## src/logic/diag_log_pkg.sv

```systemverilog
// constants and types shared by the diagnostic event log
package diag_log_pkg;
  // ----------------------------------------
  // sizes
  // ----------------------------------------
  localparam int DEPTH      = 40;
  localparam int FAULT_W    = 16;
  localparam int TIME_W     = 32;
  localparam int INDEX_W    = 6;
  localparam int CHAN_W     = 4;
  // ----------------------------------------
  // setting codes and reset values
  // ----------------------------------------
  localparam logic [1:0] MODE_STOP_RETAIN = 2'h0;
  localparam logic [1:0] MODE_STOP        = 2'h1;
  localparam logic [1:0] MODE_CONT_RETAIN = 2'h2;
  localparam logic [1:0] MODE_CONT        = 2'h3;
  localparam int         MODE_CONT_BIT    = 1;
  localparam int         MODE_VOLATILE_BIT = 0;
  localparam logic       FILTER_BOTH      = 1'h0;
  localparam logic       FILTER_COMING    = 1'h1;
  localparam logic [1:0] MODE_RESET       = MODE_STOP_RETAIN;
  localparam logic       FILTER_RESET     = FILTER_BOTH;
  // ----------------------------------------
  // setting writer sources
  // ----------------------------------------
  typedef enum logic [1:0] {
    SRC_BUS      = 2'h1,
    SRC_HANDHELD = 2'h2
  } source_type;
endpackage

```

## src/logic/diag_slot_index.sv

```systemverilog
// slot index arithmetic: wrapping increment of a ring pointer
`timescale 1ns/1ps
module diag_slot_index #(
  parameter int DEPTH   = 40,
  parameter int INDEX_W = 6
) (
  input  wire logic [INDEX_W-1:0] index,
  output logic      [INDEX_W-1:0] next_index
);
  always_comb begin
    if (index == INDEX_W'(DEPTH - 1)) begin
      next_index = '0;
    end else begin
      next_index = index + INDEX_W'(1);
    end
  end
endmodule

```

## src/logic/diag_event_log.sv

```systemverilog
// diagnostic event log: setting store, ring buffer and oldest-first readout
//
// Operation
// hold at most forty diagnostic records
// stop mode keeps first forty, drops rest
// continuous mode overwrites oldest after forty
// retained variant survives power loss
// volatile variant clears records on power loss
// both-edge filter logs appear and clear
// coming-only filter logs appearance only
// settings come from bus or handheld
// module parameters target module or channel
// bus writes settings despite handheld lock
// wrapping write index, oldest first readout
`timescale 1ns/1ps
module diag_event_log #(
  parameter int DEPTH_P = diag_log_pkg::DEPTH
) (
  input  wire logic                                clk,
  input  wire logic                                resetn,
  input  wire logic                                power_lost,
  input  wire logic                                event_valid,
  input  wire logic                                event_coming,
  input  wire logic [diag_log_pkg::FAULT_W-1:0]    event_fault,
  input  wire logic [diag_log_pkg::TIME_W-1:0]     event_time,
  input  wire logic                                set_valid,
  input  wire diag_log_pkg::source_type            set_source,
  input  wire logic [1:0]                          set_mode,
  input  wire logic                                set_filter,
  input  wire logic                                handheld_lock,
  input  wire logic                                param_valid,
  input  wire logic                                param_whole,
  input  wire logic [diag_log_pkg::CHAN_W-1:0]     param_channel,
  input  wire logic [7:0]                          param_value,
  input  wire logic                                read_req,
  input  wire logic [diag_log_pkg::INDEX_W-1:0]    read_pos,
  output logic                                     read_valid,
  output logic      [diag_log_pkg::FAULT_W-1:0]    read_fault,
  output logic      [diag_log_pkg::TIME_W-1:0]     read_time,
  output logic                                     read_coming,
  output logic      [diag_log_pkg::INDEX_W-1:0]    count,
  output logic      [1:0]                          mode,
  output logic                                     filter,
  output logic      [7:0]                          module_param,
  output logic      [7:0]                          channel_param [1 << diag_log_pkg::CHAN_W]
);
  import diag_log_pkg::*;

  // ----------------------------------------
  // synchronised power-loss pin
  // ----------------------------------------
  logic power_meta;
  logic power_sync;
  logic power_prev;

  always_ff @(posedge clk or negedge resetn) begin
    if (!resetn) begin
      power_meta <= 1'b0;
      power_sync <= 1'b0;
      power_prev <= 1'b0;
    end else begin
      power_meta <= power_lost;
      power_sync <= power_meta;
      power_prev <= power_sync;
    end
  end

  logic power_drop;
  assign power_drop = power_sync & ~power_prev;

  // ----------------------------------------
  // settings
  // ----------------------------------------
  logic [1:0] next_mode;
  logic       next_filter;
  logic [7:0] next_module_param;
  logic [7:0] next_channel_param [1 << CHAN_W];
  logic       setting_ok;
  logic       param_ok;

  always_comb begin
    // bus may always write the log settings; lock only blocks module parameters
    setting_ok = set_valid && (set_source == SRC_BUS || set_source == SRC_HANDHELD);
    param_ok   = param_valid && !handheld_lock;
    next_mode   = mode;
    next_filter = filter;
    next_module_param  = module_param;
    next_channel_param = channel_param;
    if (setting_ok) begin
      next_mode   = set_mode;
      next_filter = set_filter;
    end
    if (param_ok) begin
      if (param_whole) begin
        next_module_param = param_value;
      end else begin
        next_channel_param[param_channel] = param_value;
      end
    end
  end

  always_ff @(posedge clk or negedge resetn) begin
    if (!resetn) begin
      mode          <= MODE_RESET;
      filter        <= FILTER_RESET;
      module_param  <= 8'h00;
      channel_param <= '{default: 8'h00};
    end else begin
      mode          <= next_mode;
      filter        <= next_filter;
      module_param  <= next_module_param;
      channel_param <= next_channel_param;
    end
  end

  // ----------------------------------------
  // ring buffer
  // ----------------------------------------
  // record storage stays as is under reset; only pointers are cleared by a volatile loss
  logic [FAULT_W-1:0] mem_fault  [DEPTH_P];
  logic [TIME_W-1:0]  mem_time   [DEPTH_P];
  logic               mem_coming [DEPTH_P];
  logic [INDEX_W-1:0] wr_index;
  logic [INDEX_W-1:0] wr_index_inc;
  logic [INDEX_W-1:0] next_wr_index;
  logic [INDEX_W-1:0] next_count;
  logic               do_store;
  logic               full;
  logic               log_it;

  diag_slot_index #(.DEPTH(DEPTH_P), .INDEX_W(INDEX_W)) u_wrap (
    .index      (wr_index),
    .next_index (wr_index_inc)
  );

  always_comb begin
    full     = (count == INDEX_W'(DEPTH_P));
    log_it   = event_valid && (event_coming || filter == FILTER_BOTH);
    do_store = log_it && (!full || mode[MODE_CONT_BIT]);
    next_wr_index = wr_index;
    next_count    = count;
    if (power_drop && mode[MODE_VOLATILE_BIT]) begin
      next_wr_index = '0;
      next_count    = '0;
    end else if (do_store) begin
      next_wr_index = wr_index_inc;
      if (!full) begin
        next_count = count + INDEX_W'(1);
      end
    end
  end

  // counters are kept across a retained power loss; resetn is the cold start
  always_ff @(posedge clk or negedge resetn) begin
    if (!resetn) begin
      wr_index <= '0;
      count    <= '0;
    end else begin
      wr_index <= next_wr_index;
      count    <= next_count;
    end
  end

  always_ff @(posedge clk) begin
    if (do_store && !(power_drop && mode[MODE_VOLATILE_BIT])) begin
      mem_fault[wr_index]  <= event_fault;
      mem_time[wr_index]   <= event_time;
      mem_coming[wr_index] <= event_coming;
    end
  end

  // ----------------------------------------
  // oldest-first readout
  // ----------------------------------------
  logic [INDEX_W:0]   sum;
  logic [INDEX_W-1:0] slot;
  logic               next_read_valid;
  logic [FAULT_W-1:0] next_read_fault;
  logic [TIME_W-1:0]  next_read_time;
  logic               next_read_coming;

  always_comb begin
    // oldest sits at the write index once full, else at slot zero
    sum = full ? ({1'b0, wr_index} + {1'b0, read_pos}) : {1'b0, read_pos};
    if (sum >= (INDEX_W + 1)'(DEPTH_P)) begin
      slot = INDEX_W'(sum - (INDEX_W + 1)'(DEPTH_P));
    end else begin
      slot = sum[INDEX_W-1:0];
    end
    next_read_valid  = read_req && (read_pos < count);
    // data holds between answers so a slow reader may pick it up late
    next_read_fault  = read_fault;
    next_read_time   = read_time;
    next_read_coming = read_coming;
    if (next_read_valid) begin
      next_read_fault  = mem_fault[slot];
      next_read_time   = mem_time[slot];
      next_read_coming = mem_coming[slot];
    end
  end

  always_ff @(posedge clk or negedge resetn) begin
    if (!resetn) begin
      read_valid  <= 1'b0;
      read_fault  <= '0;
      read_time   <= '0;
      read_coming <= 1'b0;
    end else begin
      read_valid  <= next_read_valid;
      read_fault  <= next_read_fault;
      read_time   <= next_read_time;
      read_coming <= next_read_coming;
    end
  end

  // ----------------------------------------
  // checks
  // ----------------------------------------
  a_count_bound: assert property (@(posedge clk) disable iff (!resetn)
    count <= INDEX_W'(DEPTH_P)) else $error("record count above depth");
  a_stop_full: assert property (@(posedge clk) disable iff (!resetn)
    (full && !mode[MODE_CONT_BIT] && !power_drop) |=> $stable(wr_index))
    else $error("stop mode stored past full");
  a_cont_wrap: assert property (@(posedge clk) disable iff (!resetn)
    (full && mode[MODE_CONT_BIT] && log_it && !power_drop) |=> full && wr_index != $past(wr_index))
    else $error("continuous mode did not advance");
  a_retain_keep: assert property (@(posedge clk) disable iff (!resetn)
    (power_drop && !mode[MODE_VOLATILE_BIT] && !event_valid) |=> count == $past(count))
    else $error("retained log lost records");
  a_volatile_clr: assert property (@(posedge clk) disable iff (!resetn)
    (power_drop && mode[MODE_VOLATILE_BIT]) |=> count == '0)
    else $error("volatile log not cleared");
  a_going_drop: assert property (@(posedge clk) disable iff (!resetn)
    (event_valid && !event_coming && filter == FILTER_COMING && !power_drop)
      |=> count == $past(count) && wr_index == $past(wr_index))
    else $error("going event logged in coming-only mode");
  a_going_keep: assert property (@(posedge clk) disable iff (!resetn)
    (event_valid && !event_coming && filter == FILTER_BOTH && !full && !power_drop)
      |=> count == $past(count) + INDEX_W'(1))
    else $error("going event not logged");
  a_bus_locked: assert property (@(posedge clk) disable iff (!resetn)
    (set_valid && set_source == SRC_BUS && handheld_lock) |=> mode == $past(set_mode))
    else $error("bus setting refused under lock");
  a_read_latency: assert property (@(posedge clk) disable iff (!resetn)
    (read_req && read_pos < count) |=> read_valid)
    else $error("read answer missing");

  c_fill: cover property (@(posedge clk) disable iff (!resetn) full);
  c_wrap: cover property (@(posedge clk) disable iff (!resetn) full && do_store);
  c_clear: cover property (@(posedge clk) disable iff (!resetn) power_drop);
  c_read: cover property (@(posedge clk) disable iff (!resetn) read_valid && full);
endmodule

```

## config.mk

```make
export PLATFORM = sky130hd
export DESIGN_NAME = diag_event_log
export DESIGN_NICKNAME = d
export VERILOG_FILES = /design/src/logic/diag_log_pkg.sv /design/src/logic/diag_slot_index.sv /design/src/logic/diag_event_log.sv
export SDC_FILE = /design/constraint.sdc
export NUM_CORES = 2
export LEC_CHECK = 0
export CORE_MARGIN = 2
export CORE_UTILIZATION = 41
export CTS_CLUSTER_SIZE = 16
export DETAILED_ROUTE_END_ITERATION = 12
export DONT_BUFFER_PORTS = 1
export PLACE_DENSITY = 0.53
export SKIP_LAST_GASP = 1
export SLEW_MARGIN = 15
export SYNTH_ARGS = -nofsm -noshare
export SYNTH_HDL_FRONTEND = slang
export SYNTH_SLANG_ARGS = --single-unit
```

## constraint.sdc

```tcl
create_clock -name clk -period 5.5 [get_ports clk]
set_input_delay 1.1 -clock clk [delete_from_list [all_inputs] [get_ports clk]]
set_output_delay 1.1 -clock clk [all_outputs]
set_load 0.03 [all_outputs]
```

==> results.txt <==
GP Congestion = 0.773
RR Endpoint = read_time[20]
initial antenna violation count = 5
drt via density = 5.83
crit-path cells = ha_1 -> inv_1 -> fa_1 -> nand2b_1 -> a21oi_1 -> nor2_1 -> o31a_1 -> ha_1 -> inv_1 -> and4_1 -> a32oi_1 -> nand3_1 -> mux2_2 -> and2_4 -> buf_4 -> mux2i_1 -> o22ai_1 -> o32a_1
Net Switching = 9.06 mW
CP delay by family, top = compound AO/OA/AOI/OAI gates
largest net degree at the start of global routing = 205
filler instances = 16837
final period utilization = 0.826
number of global-route vias before repair = 42632
commonest non-fill, non-tap cell in the layout = edfxtp_1
final antenna-violating net count = 0
Worst EP required = 6.24 ns
endpoint type of the worst setup path = register
Synth Area in Compound Gates = 0.0442
hold buffer count at cts = 1
net count after synthesis = 4362
nets = 4510
clk_skew = 0.0480 ns
PD cells = 391 nW/um^2
Die W = 454 um
I/O pin total = 276
Die Area = 206000 sq um
Congestion Overflow GR = 0
initial DRC count = 4000
Synth area leader = edfxtp_1
Worst Max-Slew Pin Slew = 1.06 ns
via count = 42361
CP endpoint = read_time[20]
pins over their slew limit = 0
max_slew headroom = 0.293
CP startpoint = wr_index[0]
WL/cell = 31.3 um
FP Rows = 165
final hold violations = 0
Critical-path top delay cell = dfrtp_1
CP Max Fanout = 23
Setup Fix Bufs, Post-CTS = 0
EDFF count, synth = 1960
share of synthesized registers carrying an async set or reset = 0.0943
Buf/Inv on CP = 3
Unique masters post-synth = 63
post-synthesis simple-gate area fraction = 0.0270
Top FF cell, synth = edfxtp_1
first-pass GRT wire length = 324 mm
register area = 64000 sq um
TritonCTS clock tree = yes
Syn Area/Cell = 19.5 sq um
Internal Power = 28.0 mW
sequential power share = 0.537
First-pass DRT Iterations = 5
Final TNS setup = 0 ns
maximum capacitance violations = 0
CP arrival = 5.28 ns
CTS HTree Levels = 4
chip height = 454 um
Std-Cell Core Area = 202000 sq um
layout cells sized above 1 = 0.224
Syn. warnings = 0
multiplexer share of the synthesized area = 0.141
I/O Buffers = 0
#FFs+latches synth = 2164
pre-CTS setup slack = 0.449 ns
final setup vio count = 0
top post-synthesis cells by area = edfxtp_1 71%, mux4_2 9.3%, dfrtp_1 6.1%, mux2i_1 3.0%, nand2_1 1.9%
worst setup path class = register to register
LEAKAGE = 31.2 nW
Num CTS Buffers = 221
Worst R2R Setup Slack = 0.96 ns
Clock transition at path regs = 0.07 ns
unrepaired setup endpoints after global routing = no
xor/xnor share of the synthesized area = 0.00116
Clk Latency, worst-skew pair = 0.87 ns
Starting Density = 0.412
post-route minimum period = 4.54 ns
Detailed Route WL = 228 mm
instance count on the critical path = 18
crit start category = register
CP max stage delay = 0.52 ns
Root Buffer Master = clkbuf_16
fmax = 220 MHz
cell count after synthesis = 4265
R2R Path Start = wr_index[0]
Remaining DRCs = 0
clock share of power = 0.397
Syn-to-layout area delta = 14.0%
hpwl dp = 130 mm
Multi-input gate area = 18300 sq um
clock sink count = 2164
Clock Tree Buf Depth = 3
final worst slack = 0.959 ns
register area share after synthesis = 0.770
Reg2Reg Depth = 18
post-synth top area share = 0.708
largest family of logic cells by synthesized area = multiplexers
HP Class = input pin to asynchronous set/reset pin
cts repair resizes = 0
Tot GR Track Use = 0.220
switching share of power = 0.245
leading cell types in the layout, fill and taps excluded = 1960 x edfxtp_1, 419 x nand2_1, 342 x mux4_2
outcome = completed
Netlist Area Pre-Place = 83100 sq um
adder-cell share of the synthesized area = 0.00250
combinational fraction of design power = 0.066
maximum VDD drop = 0.365 mV
==> synthesized netlist by cell type (all sizes together), types with 2 or more instances <==
library cell,count
buf,126
nand3b,3
xor2,5
o21ai,110
and3b,2
nor3,6
or3,2
xnor2,6
o22ai,49
nor2b,8
mux2,140
edfxtp,1960
and4,2
clkbuf,122
a21oi,106
nor2,70
and2,4
nand3,13
and3,3
a211oi,3
dfrtp,204
o32a,49
mux4,342
a32oi,147
nand2b,7
nand2,423
a31oi,49
nand4,3
inv,12
ha,15
o21a,2
mux2i,246
o211ai,2
a21o,5
==> worst register-to-register path: cells and delay by family (launching register included) <==
kind / cells / cell delay (ns)
fa+ha+maj: 3 / 0.88
simple gates: 5 / 0.90
compound gates: 5 / 1.05
buf+inv: 3 / 0.59
mux: 2 / 0.48
flops: 1 / 0.52
==> power by group through the flow <==
stage | Combinational [mW] | Sequential, mW | Clock, mW
finish | 2.44 | 19.9 | 14.7
global placement | 2.41 | 20.2 | 0
global route | 2.61 | 19.9 | 15.7
detailed placement | 2.42 | 20.2 | 0
floorplan | 1.57 | 19.8 | 0
CTS | 2.47 | 19.9 | 15.0
==> metal layers <==
metal	share of wire	track usage
met5	0	0
met4	0.028	0.0660
met3	0.069	0.0446
met2	0.49	0.363
met1	0.42	0.294
==> logic make-up (layout without fill, tap and decap cells) <==
logic type | Yosys count | count (layout)
AND/OR/NAND/NOR | 552 | 552
adder cells (fa/ha/maj) | 16 | 16
multiplexers | 728 | 728
other | 0 | 1
flip-flops | 2164 | 2164
buffers and inverters | 260 | 594
AO/OA/AOI/OAI | 534 | 534
XOR/XNOR | 11 | 11
==> worst min path at each step <==
stage | from | endpoint | cells past startpoint
after floorplan | power_meta | power_sync | 0
after global placement | power_meta | power_sync | 0
after detailed placement | power_meta | power_sync | 0
after CTS | power_lost | power_meta | 0
after global routing | resetn | channel_param[52] | 1
final | resetn | channel_param[52] | 1
==> state kept, by name (all words and copies together) (netlist names), 2 cells and up <==
| name | cells |
|---|---|
| mode | 2 |
| read_time | 32 |
| mem_fault | 640 |
| mem_coming | 40 |
| module_param | 8 |
| wr_index | 6 |
| count | 6 |
| channel_param | 128 |
| mem_time | 1280 |
| read_fault | 16 |
==> area by class of cell <==
type / count / share of cell area
timing repair buffer: 173 / 0.0209
sequential: 2164 / 0.675
multi-input combinational: 1841 / 0.194
antenna: 1 / 0.0000264
clock inverter: 110 / 0.0108
inverter: 12 / 0.000475
clock buffer: 299 / 0.0640
tap: 2672 / 0.0353
==> through the flow <==
step | power (mW) | std cells | cell area (sq um) | utilization | hold WS, ns
floorplan | 21.4 | 4265 | 83100 | - | 0.331
global placement | 22.6 | 6860 | 87600 | 0.434 | 0.338
detailed placement | 22.7 | 6860 | 87600 | 0.434 | 0.338
CTS | 37.4 | 7270 | 94700 | 0.469 | 0.229
global route | 38.2 | 7272 | 94800 | 0.469 | 0.120
finish | 37.0 | 7272 | 94800 | 0.469 | 0.115
(Power assumes the default switching activity.)
